[config.mk]
export PLATFORM = sky130hd
export DESIGN_NAME = ffsap_top
export DESIGN_NICKNAME = d
export VERILOG_FILES = /design/src/hdl/ffsap_pkg.sv /design/src/hdl/ffsap_range_check.sv /design/src/hdl/ffsap_top.sv
export SDC_FILE = /design/constraint.sdc
export NUM_CORES = 1
export LEC_CHECK = 0
export ABC_AREA = 1
export BUFFER_PORTS_ARGS = -buffer_cell sky130_fd_sc_hd__buf_2
export CAP_MARGIN = 20
export CORE_MARGIN = 2
export CORE_UTILIZATION = 53
export CTS_CLUSTER_DIAMETER = 80
export DETAILED_ROUTE_END_ITERATION = 12
export HOLD_SLACK_MARGIN = 0.08
export PLACE_DENSITY = 0.89
export SYNTH_ARGS = -nofsm -noshare
export SYNTH_HDL_FRONTEND = slang
export SYNTH_SLANG_ARGS = --single-unit
[constraint.sdc]
create_clock -name ref_clk_i -period 5.6 [get_ports ref_clk_i]
set_input_delay 1.12 -clock ref_clk_i [delete_from_list [all_inputs] [get_ports ref_clk_i]]
set_output_delay 1.12 -clock ref_clk_i [all_outputs]
set_load 0.01 [all_outputs]
[src/hdl/ffsap_pkg.sv]
// Shared constants and types for the flash fault status and protection block
package ffsap_pkg;

  // ****************************************
  // Register map
  // ****************************************
  localparam logic [15:0] FLASH_CONFIG_OFF = 16'h3024;
  localparam logic [15:0] MAIN_STATUS_OFF = 16'h3025;
  localparam logic [15:0] FAULT_STATUS_OFF = 16'h3027;
  localparam logic [15:0] RANGE_PROT_OFF = 16'h3028;

  // ****************************************
  // Field positions and values
  // ****************************************
  localparam int SINGLE_FAULT_BIT = 0;
  localparam int DOUBLE_FAULT_BIT = 1;
  localparam int IGNORE_SINGLE_BIT = 0;
  localparam int PROT_VIOL_BIT = 4;
  localparam logic [7:0] FAULT_STATUS_MASK = 8'h03;
  localparam logic [7:0] PROT_RESET = 8'hFF;
  localparam logic [7:0] CONFIG_RESET = 8'h00;

  // ****************************************
  // Flash address space and range spans
  // ****************************************
  localparam logic [15:0] FLASH_BASE = 16'h8000;
  localparam logic [16:0] FLASH_END_EXCL = 17'h10000;
  localparam logic [15:0] RANGE_UNIT = 16'h0400;

  // ****************************************
  // Types
  // ****************************************
  typedef enum logic [1:0] {
    ST_LOAD = 2'b01,
    ST_READY = 2'b10
  } ffsap_state_t;

  typedef struct packed {
    logic read;
    logic single;
    logic dbl;
    logic busy;
  } ffsap_rd_evt_t;

  typedef struct packed {
    logic sense;
    logic fixed_one;
    logic hdis;
    logic [1:0] hsize;
    logic ldis;
    logic [1:0] lsize;
  } ffsap_prot_t;

  // Span of a protection range for a two-bit size code
  function automatic logic [15:0] range_span(input logic [1:0] code);
    range_span = RANGE_UNIT << code;
  endfunction : range_span

endpackage : ffsap_pkg

[src/hdl/ffsap_range_check.sv]
// Address classification against the flash protection ranges
`timescale 1ns/1ps
`default_nettype none
module ffsap_range_check import ffsap_pkg::*; (
  // Protection setting
  input wire ffsap_prot_t prot_i,
  // Target of a program or erase
  input wire logic [15:0] addr_i,
  // Verdicts
  output logic addr_protected_o,
  output logic block_protected_o
);

  logic [16:0] hi_start;
  logic [16:0] lo_end;
  logic in_hi;
  logic in_lo;
  logic in_flash;
  logic cover_all;

  always_comb begin
    hi_start = FLASH_END_EXCL - {1'b0, range_span(prot_i.hsize)};
    lo_end = {1'b0, FLASH_BASE} + {1'b0, range_span(prot_i.lsize)};
    in_flash = addr_i >= FLASH_BASE;
    in_hi = !prot_i.hdis && ({1'b0, addr_i} >= hi_start);
    in_lo = !prot_i.ldis && in_flash && ({1'b0, addr_i} < lo_end);
    // With sense clear, only two enabled ranges that meet can leave no protected sector
    cover_all = !prot_i.hdis && !prot_i.ldis && (hi_start <= lo_end);
    if (prot_i.sense) begin
      addr_protected_o = in_hi || in_lo;
      block_protected_o = !prot_i.hdis || !prot_i.ldis;
    end else begin
      addr_protected_o = in_flash && !(in_hi || in_lo);
      block_protected_o = !cover_all;
    end
  end

endmodule : ffsap_range_check
`default_nettype wire

[src/hdl/ffsap_top.sv]
// Flash ECC fault status and range protection registers
//
// Local design decision: the strobed register port.
`timescale 1ns/1ps
`default_nettype none
module ffsap_top import ffsap_pkg::*; (
  // Clock and reset
  input wire logic ref_clk_i,
  input wire logic rst_b_i,
  // Register port
  input wire logic [15:0] reg_addr_i,
  input wire logic [7:0] reg_wdata_i,
  input wire logic reg_wr_i,
  input wire logic reg_rd_i,
  output logic [7:0] reg_rdata_o,
  // Flash array read outcome
  input wire ffsap_rd_evt_t array_rd_i,
  // Reset sequence load of the protection byte
  input wire logic nv_load_i,
  input wire logic [7:0] nv_prot_byte_i,
  // Program or erase request
  input wire logic pe_req_i,
  input wire logic pe_block_erase_i,
  input wire logic [15:0] pe_addr_i,
  output logic pe_grant_o,
  output logic pe_deny_o,
  // Status
  output logic cmd_launch_ok_o,
  output logic prot_ready_o
);

  // ****************************************
  // Storage
  // ****************************************
  ffsap_state_t state;
  ffsap_rd_evt_t rd_stage;
  ffsap_prot_t prot;
  ffsap_prot_t next_prot;
  logic single_fault_flag;
  logic double_fault_flag;
  logic ignore_single_fault;
  logic protection_violation_flag;
  logic addr_protected;
  logic block_protected;
  logic pe_refuse;
  logic prot_accept;

  // ****************************************
  // Address decode
  // ****************************************
  logic wr_fault;
  logic wr_prot;
  logic wr_cfg;
  logic wr_stat;

  always_comb begin
    wr_fault = 1'b0;
    wr_prot = 1'b0;
    wr_cfg = 1'b0;
    wr_stat = 1'b0;
    if (reg_addr_i == FAULT_STATUS_OFF) begin
      wr_fault = reg_wr_i;
    end else if (reg_addr_i == RANGE_PROT_OFF) begin
      wr_prot = reg_wr_i;
    end else if (reg_addr_i == FLASH_CONFIG_OFF) begin
      wr_cfg = reg_wr_i;
    end else if (reg_addr_i == MAIN_STATUS_OFF) begin
      wr_stat = reg_wr_i;
    end
  end

  // ****************************************
  // Reset sequence
  // ****************************************
  always_ff @(posedge ref_clk_i or negedge rst_b_i) begin
    if (!rst_b_i) begin
      state <= ST_LOAD;
    end else begin
      case (state)
        ST_LOAD: begin
          if (nv_load_i) begin
            state <= ST_READY;
          end
        end
        ST_READY: begin
          state <= ST_READY;
        end
        default: begin
          state <= ST_LOAD;
        end
      endcase
    end
  end

  assign prot_ready_o = (state == ST_READY);

  // ****************************************
  // ECC fault capture
  // ****************************************
  // The read outcome is staged first so the flags land one clock later
  always_ff @(posedge ref_clk_i or negedge rst_b_i) begin
    if (!rst_b_i) begin
      rd_stage <= '0;
    end else begin
      rd_stage <= array_rd_i;
    end
  end

  logic set_double;
  logic set_single;

  always_comb begin
    set_double = 1'b0;
    set_single = 1'b0;
    if (rd_stage.read) begin
      if (rd_stage.busy) begin
        set_double = 1'b1;
        set_single = 1'b1;
      end else if (rd_stage.dbl) begin
        set_double = 1'b1;
      end else if (rd_stage.single && !ignore_single_fault) begin
        set_single = 1'b1;
      end
    end
  end

  // A fault in the clearing cycle is kept: set wins over clear
  always_ff @(posedge ref_clk_i or negedge rst_b_i) begin
    if (!rst_b_i) begin
      double_fault_flag <= 1'b0;
    end else if (set_double) begin
      double_fault_flag <= 1'b1;
    end else if (wr_fault && reg_wdata_i[DOUBLE_FAULT_BIT]) begin
      double_fault_flag <= 1'b0;
    end
  end

  always_ff @(posedge ref_clk_i or negedge rst_b_i) begin
    if (!rst_b_i) begin
      single_fault_flag <= 1'b0;
    end else if (set_single) begin
      single_fault_flag <= 1'b1;
    end else if (wr_fault && reg_wdata_i[SINGLE_FAULT_BIT]) begin
      single_fault_flag <= 1'b0;
    end
  end

  always_ff @(posedge ref_clk_i or negedge rst_b_i) begin
    if (!rst_b_i) begin
      ignore_single_fault <= CONFIG_RESET[IGNORE_SINGLE_BIT];
    end else if (wr_cfg) begin
      ignore_single_fault <= reg_wdata_i[IGNORE_SINGLE_BIT];
    end
  end

  // ****************************************
  // Protection register
  // ****************************************
  // True when a range keeps or widens its coverage
  function automatic logic range_grows(input logic odis, input logic [1:0] osize,
                                       input logic ndis, input logic [1:0] nsize);
    range_grows = odis || (!ndis && (nsize >= osize));
  endfunction : range_grows

  always_comb begin
    next_prot = ffsap_prot_t'(reg_wdata_i);
    next_prot.fixed_one = 1'b1;
    next_prot.hsize = prot.hdis ? next_prot.hsize : prot.hsize;
    next_prot.lsize = prot.ldis ? next_prot.lsize : prot.lsize;
    // Flipping the sense can remove coverage, so it is never taken
    if (next_prot.sense != prot.sense) begin
      prot_accept = 1'b0;
    end else if (prot.sense) begin
      prot_accept = range_grows(prot.hdis, prot.hsize, next_prot.hdis, next_prot.hsize) &&
                    range_grows(prot.ldis, prot.lsize, next_prot.ldis, next_prot.lsize);
    end else begin
      prot_accept = range_grows(next_prot.hdis, next_prot.hsize, prot.hdis, prot.hsize) &&
                    range_grows(next_prot.ldis, next_prot.lsize, prot.ldis, prot.lsize);
    end
  end

  always_ff @(posedge ref_clk_i or negedge rst_b_i) begin
    if (!rst_b_i) begin
      prot <= ffsap_prot_t'(PROT_RESET);
    end else if (state == ST_LOAD) begin
      if (nv_load_i) begin
        prot <= ffsap_prot_t'(nv_prot_byte_i | PROT_RESET & 8'h40);
      end
    end else if (wr_prot && prot_accept) begin
      prot <= next_prot;
    end
  end

  ffsap_range_check u_range_check (
    .prot_i(prot),
    .addr_i(pe_addr_i),
    .addr_protected_o(addr_protected),
    .block_protected_o(block_protected)
  );

  // ****************************************
  // Program and erase gating
  // ****************************************
  always_comb begin
    pe_refuse = pe_block_erase_i ? block_protected : addr_protected;
  end

  always_ff @(posedge ref_clk_i or negedge rst_b_i) begin
    if (!rst_b_i) begin
      protection_violation_flag <= 1'b0;
    end else if (pe_req_i && prot_ready_o && pe_refuse) begin
      protection_violation_flag <= 1'b1;
    end else if (wr_stat && reg_wdata_i[PROT_VIOL_BIT]) begin
      protection_violation_flag <= 1'b0;
    end
  end

  // A pending violation blocks every launch until software clears it
  always_ff @(posedge ref_clk_i or negedge rst_b_i) begin
    if (!rst_b_i) begin
      pe_grant_o <= 1'b0;
      pe_deny_o <= 1'b0;
    end else begin
      pe_grant_o <= pe_req_i && prot_ready_o && !protection_violation_flag && !pe_refuse;
      pe_deny_o <= pe_req_i && (!prot_ready_o || protection_violation_flag || pe_refuse);
    end
  end

  assign cmd_launch_ok_o = prot_ready_o && !protection_violation_flag;

  // ****************************************
  // Read data
  // ****************************************
  always_ff @(posedge ref_clk_i or negedge rst_b_i) begin
    if (!rst_b_i) begin
      reg_rdata_o <= 8'h00;
    end else if (!reg_rd_i) begin
      reg_rdata_o <= 8'h00;
    end else if (reg_addr_i == FAULT_STATUS_OFF) begin
      reg_rdata_o <= {6'h00, double_fault_flag, single_fault_flag} & FAULT_STATUS_MASK;
    end else if (reg_addr_i == RANGE_PROT_OFF) begin
      reg_rdata_o <= prot | 8'h40;
    end else if (reg_addr_i == FLASH_CONFIG_OFF) begin
      reg_rdata_o <= {7'h00, ignore_single_fault};
    end else if (reg_addr_i == MAIN_STATUS_OFF) begin
      reg_rdata_o <= {3'h0, protection_violation_flag, 4'h0};
    end else begin
      reg_rdata_o <= 8'h00;
    end
  end
endmodule : ffsap_top
`default_nettype wire

---- Word level (Yosys, flattened, before mapping) ----
Index checks and enable logic that the tools add are counted.
word-level totals
  register bits after elaboration ......... 27
  bits of input ports ..................... 59
  output and inout bits ................... 12
  word-level logic and storage cells ...... 123
cells by class
  add/subtract/negate cells ............... 2
  magnitude comparators ................... 8
  equality and inequality tests ........... 8
  shifts and indexed selects .............. 2
  mux-type cells .......................... 40
  reductions and logical operators ........ 46
operators by type and width
  kind                      number
  $eq A16 B14 Y1 const B    4
  $mux W8                   6
  $shl A11 B2 Y16 const A   2
  $mux W1                   28
  $logic_and A1 B1 Y1       23
  $add A16 B16 Y17 const A  1
  $ge A16 B17 Y1            1
  $le A17 B17 Y1            1
  $lt A16 B17 Y1            1
  $sub A17 B16 Y17 const A  1
  $ge A16 B16 Y1 const B    1
  $logic_not A1 Y1          10
  $mux W5                   2
  $ge A2 B2 Y1              4
  $logic_or A1 B1 Y1        8
  $reduce_bool A2 Y1        4
  $mux W2                   3
  $pmux W2 S2               1
  $eq A2 B1 Y1 const B      1
  $eq A2 B2 Y1 const B      1
  $ne A2 B2 Y1 const B      1
  $reduce_and A2 Y1         1
  $ne A1 B1 Y1              1

---- Longest topological paths before layout ----
  depth in word-level cells ............... 11
  mapped depth ............................ 17
  depth with buffers taken out ............ 17

---- Modules after synthesis ----
Synthesis repeated with hierarchy kept, for this count alone.
unflattened totals
  cells, all modules ...................... 279
  area, all modules ....................... 1983.2 um^2
modules (own cells, without submodules)
  module             instances  cells an instance  area each (um^2)  sequential area each (um^2)
  ffsap_top          1          201                1572.8            685.7
  ffsap_range_check  1          78                 410.4             0.0

---- Worst setup path before layout ----
No wires, ideal clock.
  kind .................................... input-to-reg
  start point ............................. input port reg_wdata_i[1]
  end point ............................... register prot[5] (netlist bit)
  data arrival time ....................... 2.454 ns
  data required time ...................... 5.528 ns
  slack ................................... 3.074 ns
  stages .................................. 16
  path buffers ............................ 1
  cell sequence ........................... inv_1 -> nand2_1 -> o21ai_0 -> ha_1 -> inv_1 -> o21bai_4 -> nand2_1 -> nand2_1 -> a21oi_1 -> o211ai_1 -> nand2_1 -> nand3_1 -> nand2_2 -> buf_6 -> nand2_1 -> o21ai_1
between the ends
  word-level cells in the longest chain between the ends .. 10
RTL lines
  item                                           RTL line                            source
  from (decl)                                    ffsap_top.sv:12                     input wire logic [7:0] reg_wdata_i,
  $mux W2 (*)                                    ffsap_top.sv:169                    next_prot.lsize = prot.ldis ? next_prot.lsize : prot.lsize;
  $ge A2 B2 Y1                                   ffsap_top.sv:162                    range_grows = odis || (!ndis && (nsize >= osize));
  $logic_and A1 B1 Y1                            ffsap_top.sv:162
  $logic_or A1 B1 Y1                             ffsap_top.sv:162
  $logic_and A1 B1 Y1, on equally long branches  ffsap_top.sv:177, ffsap_top.sv:174
  $mux W1 (*)                                    ffsap_top.sv:173                    end else if (prot.sense) begin
  $mux W1 (*)                                    ffsap_top.sv:171                    if (next_prot.sense != prot.sense) begin
  $logic_and A1 B1 Y1 (*)                        ffsap_top.sv:189                    end else if (wr_prot && prot_accept) begin
  $reduce_bool A2 Y1 (no source line) (*)        -
  $reduce_and A2 Y1 (no source line) (*)         -
  to (signal assigned)                           ffsap_top.sv:184                    prot <= ffsap_prot_t'(PROT_RESET);
  to (signal assigned)                           ffsap_top.sv:187                    prot <= ffsap_prot_t'(nv_prot_byte_i | PROT_RESET & 8'h40);
  to (signal assigned)                           ffsap_top.sv:190                    prot <= next_prot;
  to (decl)                                      ffsap_top.sv:37                     ffsap_prot_t prot;
Mark *: on every way between the ends. The rest lies on a longest branch, timed or not.
A chain may end at the register's enable or synchronous reset.

---- Final worst setup path ----
  start point ............................. register state[0]
  end point ............................... output port cmd_launch_ok_o
between the ends
  word-level cells in the longest chain between the ends .. 2
RTL lines
  item                    RTL line          source
  from (decl)             ffsap_top.sv:35   ffsap_state_t state;
  from (signal assigned)  ffsap_top.sv:77   state <= ST_LOAD;
  from (signal assigned)  ffsap_top.sv:82   state <= ST_READY;
  from (signal assigned)  ffsap_top.sv:86   state <= ST_READY;
  $eq A2 B2 Y1            ffsap_top.sv:95   assign prot_ready_o = (state == ST_READY);
  $logic_and A1 B1 Y1     ffsap_top.sv:229  assign cmd_launch_ok_o = prot_ready_o && !protection_violation_flag;
  to (decl)               ffsap_top.sv:28   output logic cmd_launch_ok_o,
Every way passes these cells.

==> out/summary.txt <==
Worst Path Required = 4.48 ns
top fanout value on the critical path = 3
row count = 21
Starting Density = 0.555
Seq/Total Area, Yosys = 0.367
H-tree levels = 1
Seq pwr share = 0.356
All-Layer GR Usage = 0.206
final core occ = 0.678
syn_area_per_cell = 7.56 um2
top routing layer used = met4
relative slew slack = 0.628
Synth area leader = dfrtp_1
drt drc = 0
Cell Count, Final, Fillers Out = 364
Compound-Gate Fraction of Synth Area = 0.135
Setup violations, final = 0
core area = 3360 um2
largest net degree at the start of global routing = 28
Syn Std Cell Area = 1870 um2
Routed Antenna Nets = 0
first-pass GRT wire length = 6720 um
period utilization = 0.446
Pwr Density = 363 nW/um2
vias per inst = 4.89
post-CTS sizing = 0
Async SR Flop Fraction = 1.00
Post-Synth XOR/XNOR Area = 0.00469
fin. max-slew vios = 0
most frequent cells in the layout = buf_2 (68), nand2_1 (57), inv_1 (40), nor2_1 (22), dfrtp_1 (19)
crit path time final = 2.50 ns
peak supply drop = 0.296 mV
Num CTS Buffers = 3
clock latency on the worst-skew pair = 0.31 ns
synth warn = 0
CP Cell Sequence = inv_1, ha_1, inv_1, nor2_1, buf_2
Die X = 63.4 um
leakage power total = 1.25 nW
Final Hold Fails = 0
vias in the first global route = 1642
cts hold-fix bufs = 0
antenna violations before repair = 0
final RePlAce weighted congestion = 0.892
Cells after Synth = 247
CTS tree = done
Synth area leaders = dfrtp_1 (25%), nand2_1 (11%), dfstp_2 (11%), ha_1 (10%), inv_1 (8.0%)
min-delay worst type = flip-flop to flip-flop
Startpoint Class = flip-flop
wl on met1 = 1610 um
top_reg_cell synth = dfrtp_1
Area growth syn-to-layout = 22.1%
commonest non-fill, non-tap cell in the layout = buf_2
total gr overflow = 0
Iter 0 DRT Violations = 79
FF+latch count, synth = 27
final WL = 3860 um
WHS = 0.512 ns
clk sinks = 27
# diodes = 0
worst slew pin tran = 0.558 ns
Root Driver = clkbuf_4
Port Buffers = 68
cell-internal power = 0.000463 W
Die H = 63.4 um
die area = 4010 um2
largest family of logic cells by synthesized area = simple AND/OR/NAND/NOR gates
CP arrival = 1.38 ns
Via Count = 1781
Yosys cell types = 36
Comb pwr share = 0.549
Worst Setup Path Type = flip-flop to primary output
top cell type's share of synthesized area = 0.255
CP dominant cell by count = inv_1
I/O Pins = 71
Worst path slowest cell = dfstp_2
proportion of synthesized area in mux cells = 0.00603
final net count = 393
Max Cap Viol = 0
DP Wirelength = 3340 um
first drt pass iteration count = 4
worst clock skew = 0.00197 ns
post-CTS setup buffer count = 0
setup TNS = 0 ns
fmax = 400 MHz
status = finished clean
endpoint type of the worst setup path = primary output
drt wl/cell = 10.6 um
share of cells above drive strength 1 = 0.321
metal3 WL = 210 um
clock-pin slew on the worst setup and hold paths = 0.13 ns
Met2 Wirelength = 1990 um
adder-cell share of the synthesized area = 0.101
# placed instances = 360
number of synthesized flops with an enable pin = 0
simple-gate area share of the yosys netlist = 0.286
Switching Share = 0.440
Crit path max-delay family = flip-flops
Switching Power = 0.000364 W
RSZ-0062 raised after global routing = false
Clk network pwr share = 0.096
crit-path max cell delay = 0.56 ns
CP bufs+invs = 3
Clock Path Buffers = 2
## synthesized netlist by cell type (4+ instances only)
library cell / n
nand4_1: 4
dfrtp_1: 19
o211ai_1: 4
ha_1: 15
inv_1: 40
o21ai_0: 16
dfstp_2: 8
nand2_1: 57
nand2_2: 4
inv_2: 5
nor2_1: 22
o21ai_1: 10
nand3_1: 7
a21oi_1: 5
## worst paths after layout
check | start | endpoint | slack [ns] | depth (start not counted)
worst max-delay path | state[0]$_DFFE_PN1P_ | cmd_launch_ok_o | 3.10 | 5
worst min-delay path | state[0]$_DFFE_PN1P_ | state[0]$_DFFE_PN1P_ | 0.51 | 2
worst max register to register | prot[5]$_DFFE_PN1P_ | prot[4]$_DFFE_PN1P_ | 3.33 | 14
worst min register to register | state[0]$_DFFE_PN1P_ | state[0]$_DFFE_PN1P_ | 0.51 | 2
max in group asynchronous | rst_b_i | state[0]$_DFFE_PN1P_ | 4.45 | 1
min in group asynchronous | rst_b_i | reg_rdata_o[0]$_DFF_PN0_ | 0.78 | 1
## metal layers
metal  vias to the layer above  global-route usage
met4                         0              0.0462
met5                         -                   0
met2                        49               0.368
met1                       789               0.257
li1                        938                   -
met3                         5              0.0375
## power by group through the flow
stage	sequential (W)	combinational [W]	clock [W]
global placement	0.000294	0.000437	0
floorplan	0.000284	0.000356	0
finish	0.000294	0.000454	0.0000791
CTS	0.000294	0.000457	0.0000837
global route	0.000300	0.000521	0.0000906
detailed placement	0.000297	0.000456	0
## sequential cells by signal, summed over array words and instances (netlist names)
name                       count
state                          2
pe_deny_o                      1
double_fault_flag              1
single_fault_flag              1
protection_violation_flag      1
rd_stage                       4
prot                           7
ignore_single_fault            1
reg_rdata_o                    8
pe_grant_o                     1
## cell families after synthesis
group                    after synthesis
other                                  1
XOR/XNOR                               1
multiplexers                           1
buffers and inverters                 47
AO/OA/AOI/OAI                         42
adder cells (fa/ha/maj)               15
flip-flops                            27
AND/OR/NAND/NOR                      113
## worst min-delay path, cell delays in order (launching register included)
cell	delay, ns
dfstp_2	0.39
inv_1	0.07
a21oi_1	0.06
## through the flow
stage	power (W)	setup WS (ns)	cell area, um2
6_report	0.000827	3.10	2280
5_1_grt	0.000911	2.91	2280
4_1_cts	0.000835	3.08	2280
3_5_place_dp	0.000753	2.80	2250
3_3_place_gp	0.000731	2.84	2250
2_1_floorplan	0.000640	3.07	1870
## layout make-up
cell class,instances,area (um2)
sequential,27,686
clock buffer,4,26.3
inverter,45,169
fill,334,1080
tap,46,57.6
multi-input combinational,174,1000
timing repair buffer,68,340
(Power assumes the default switching activity.)
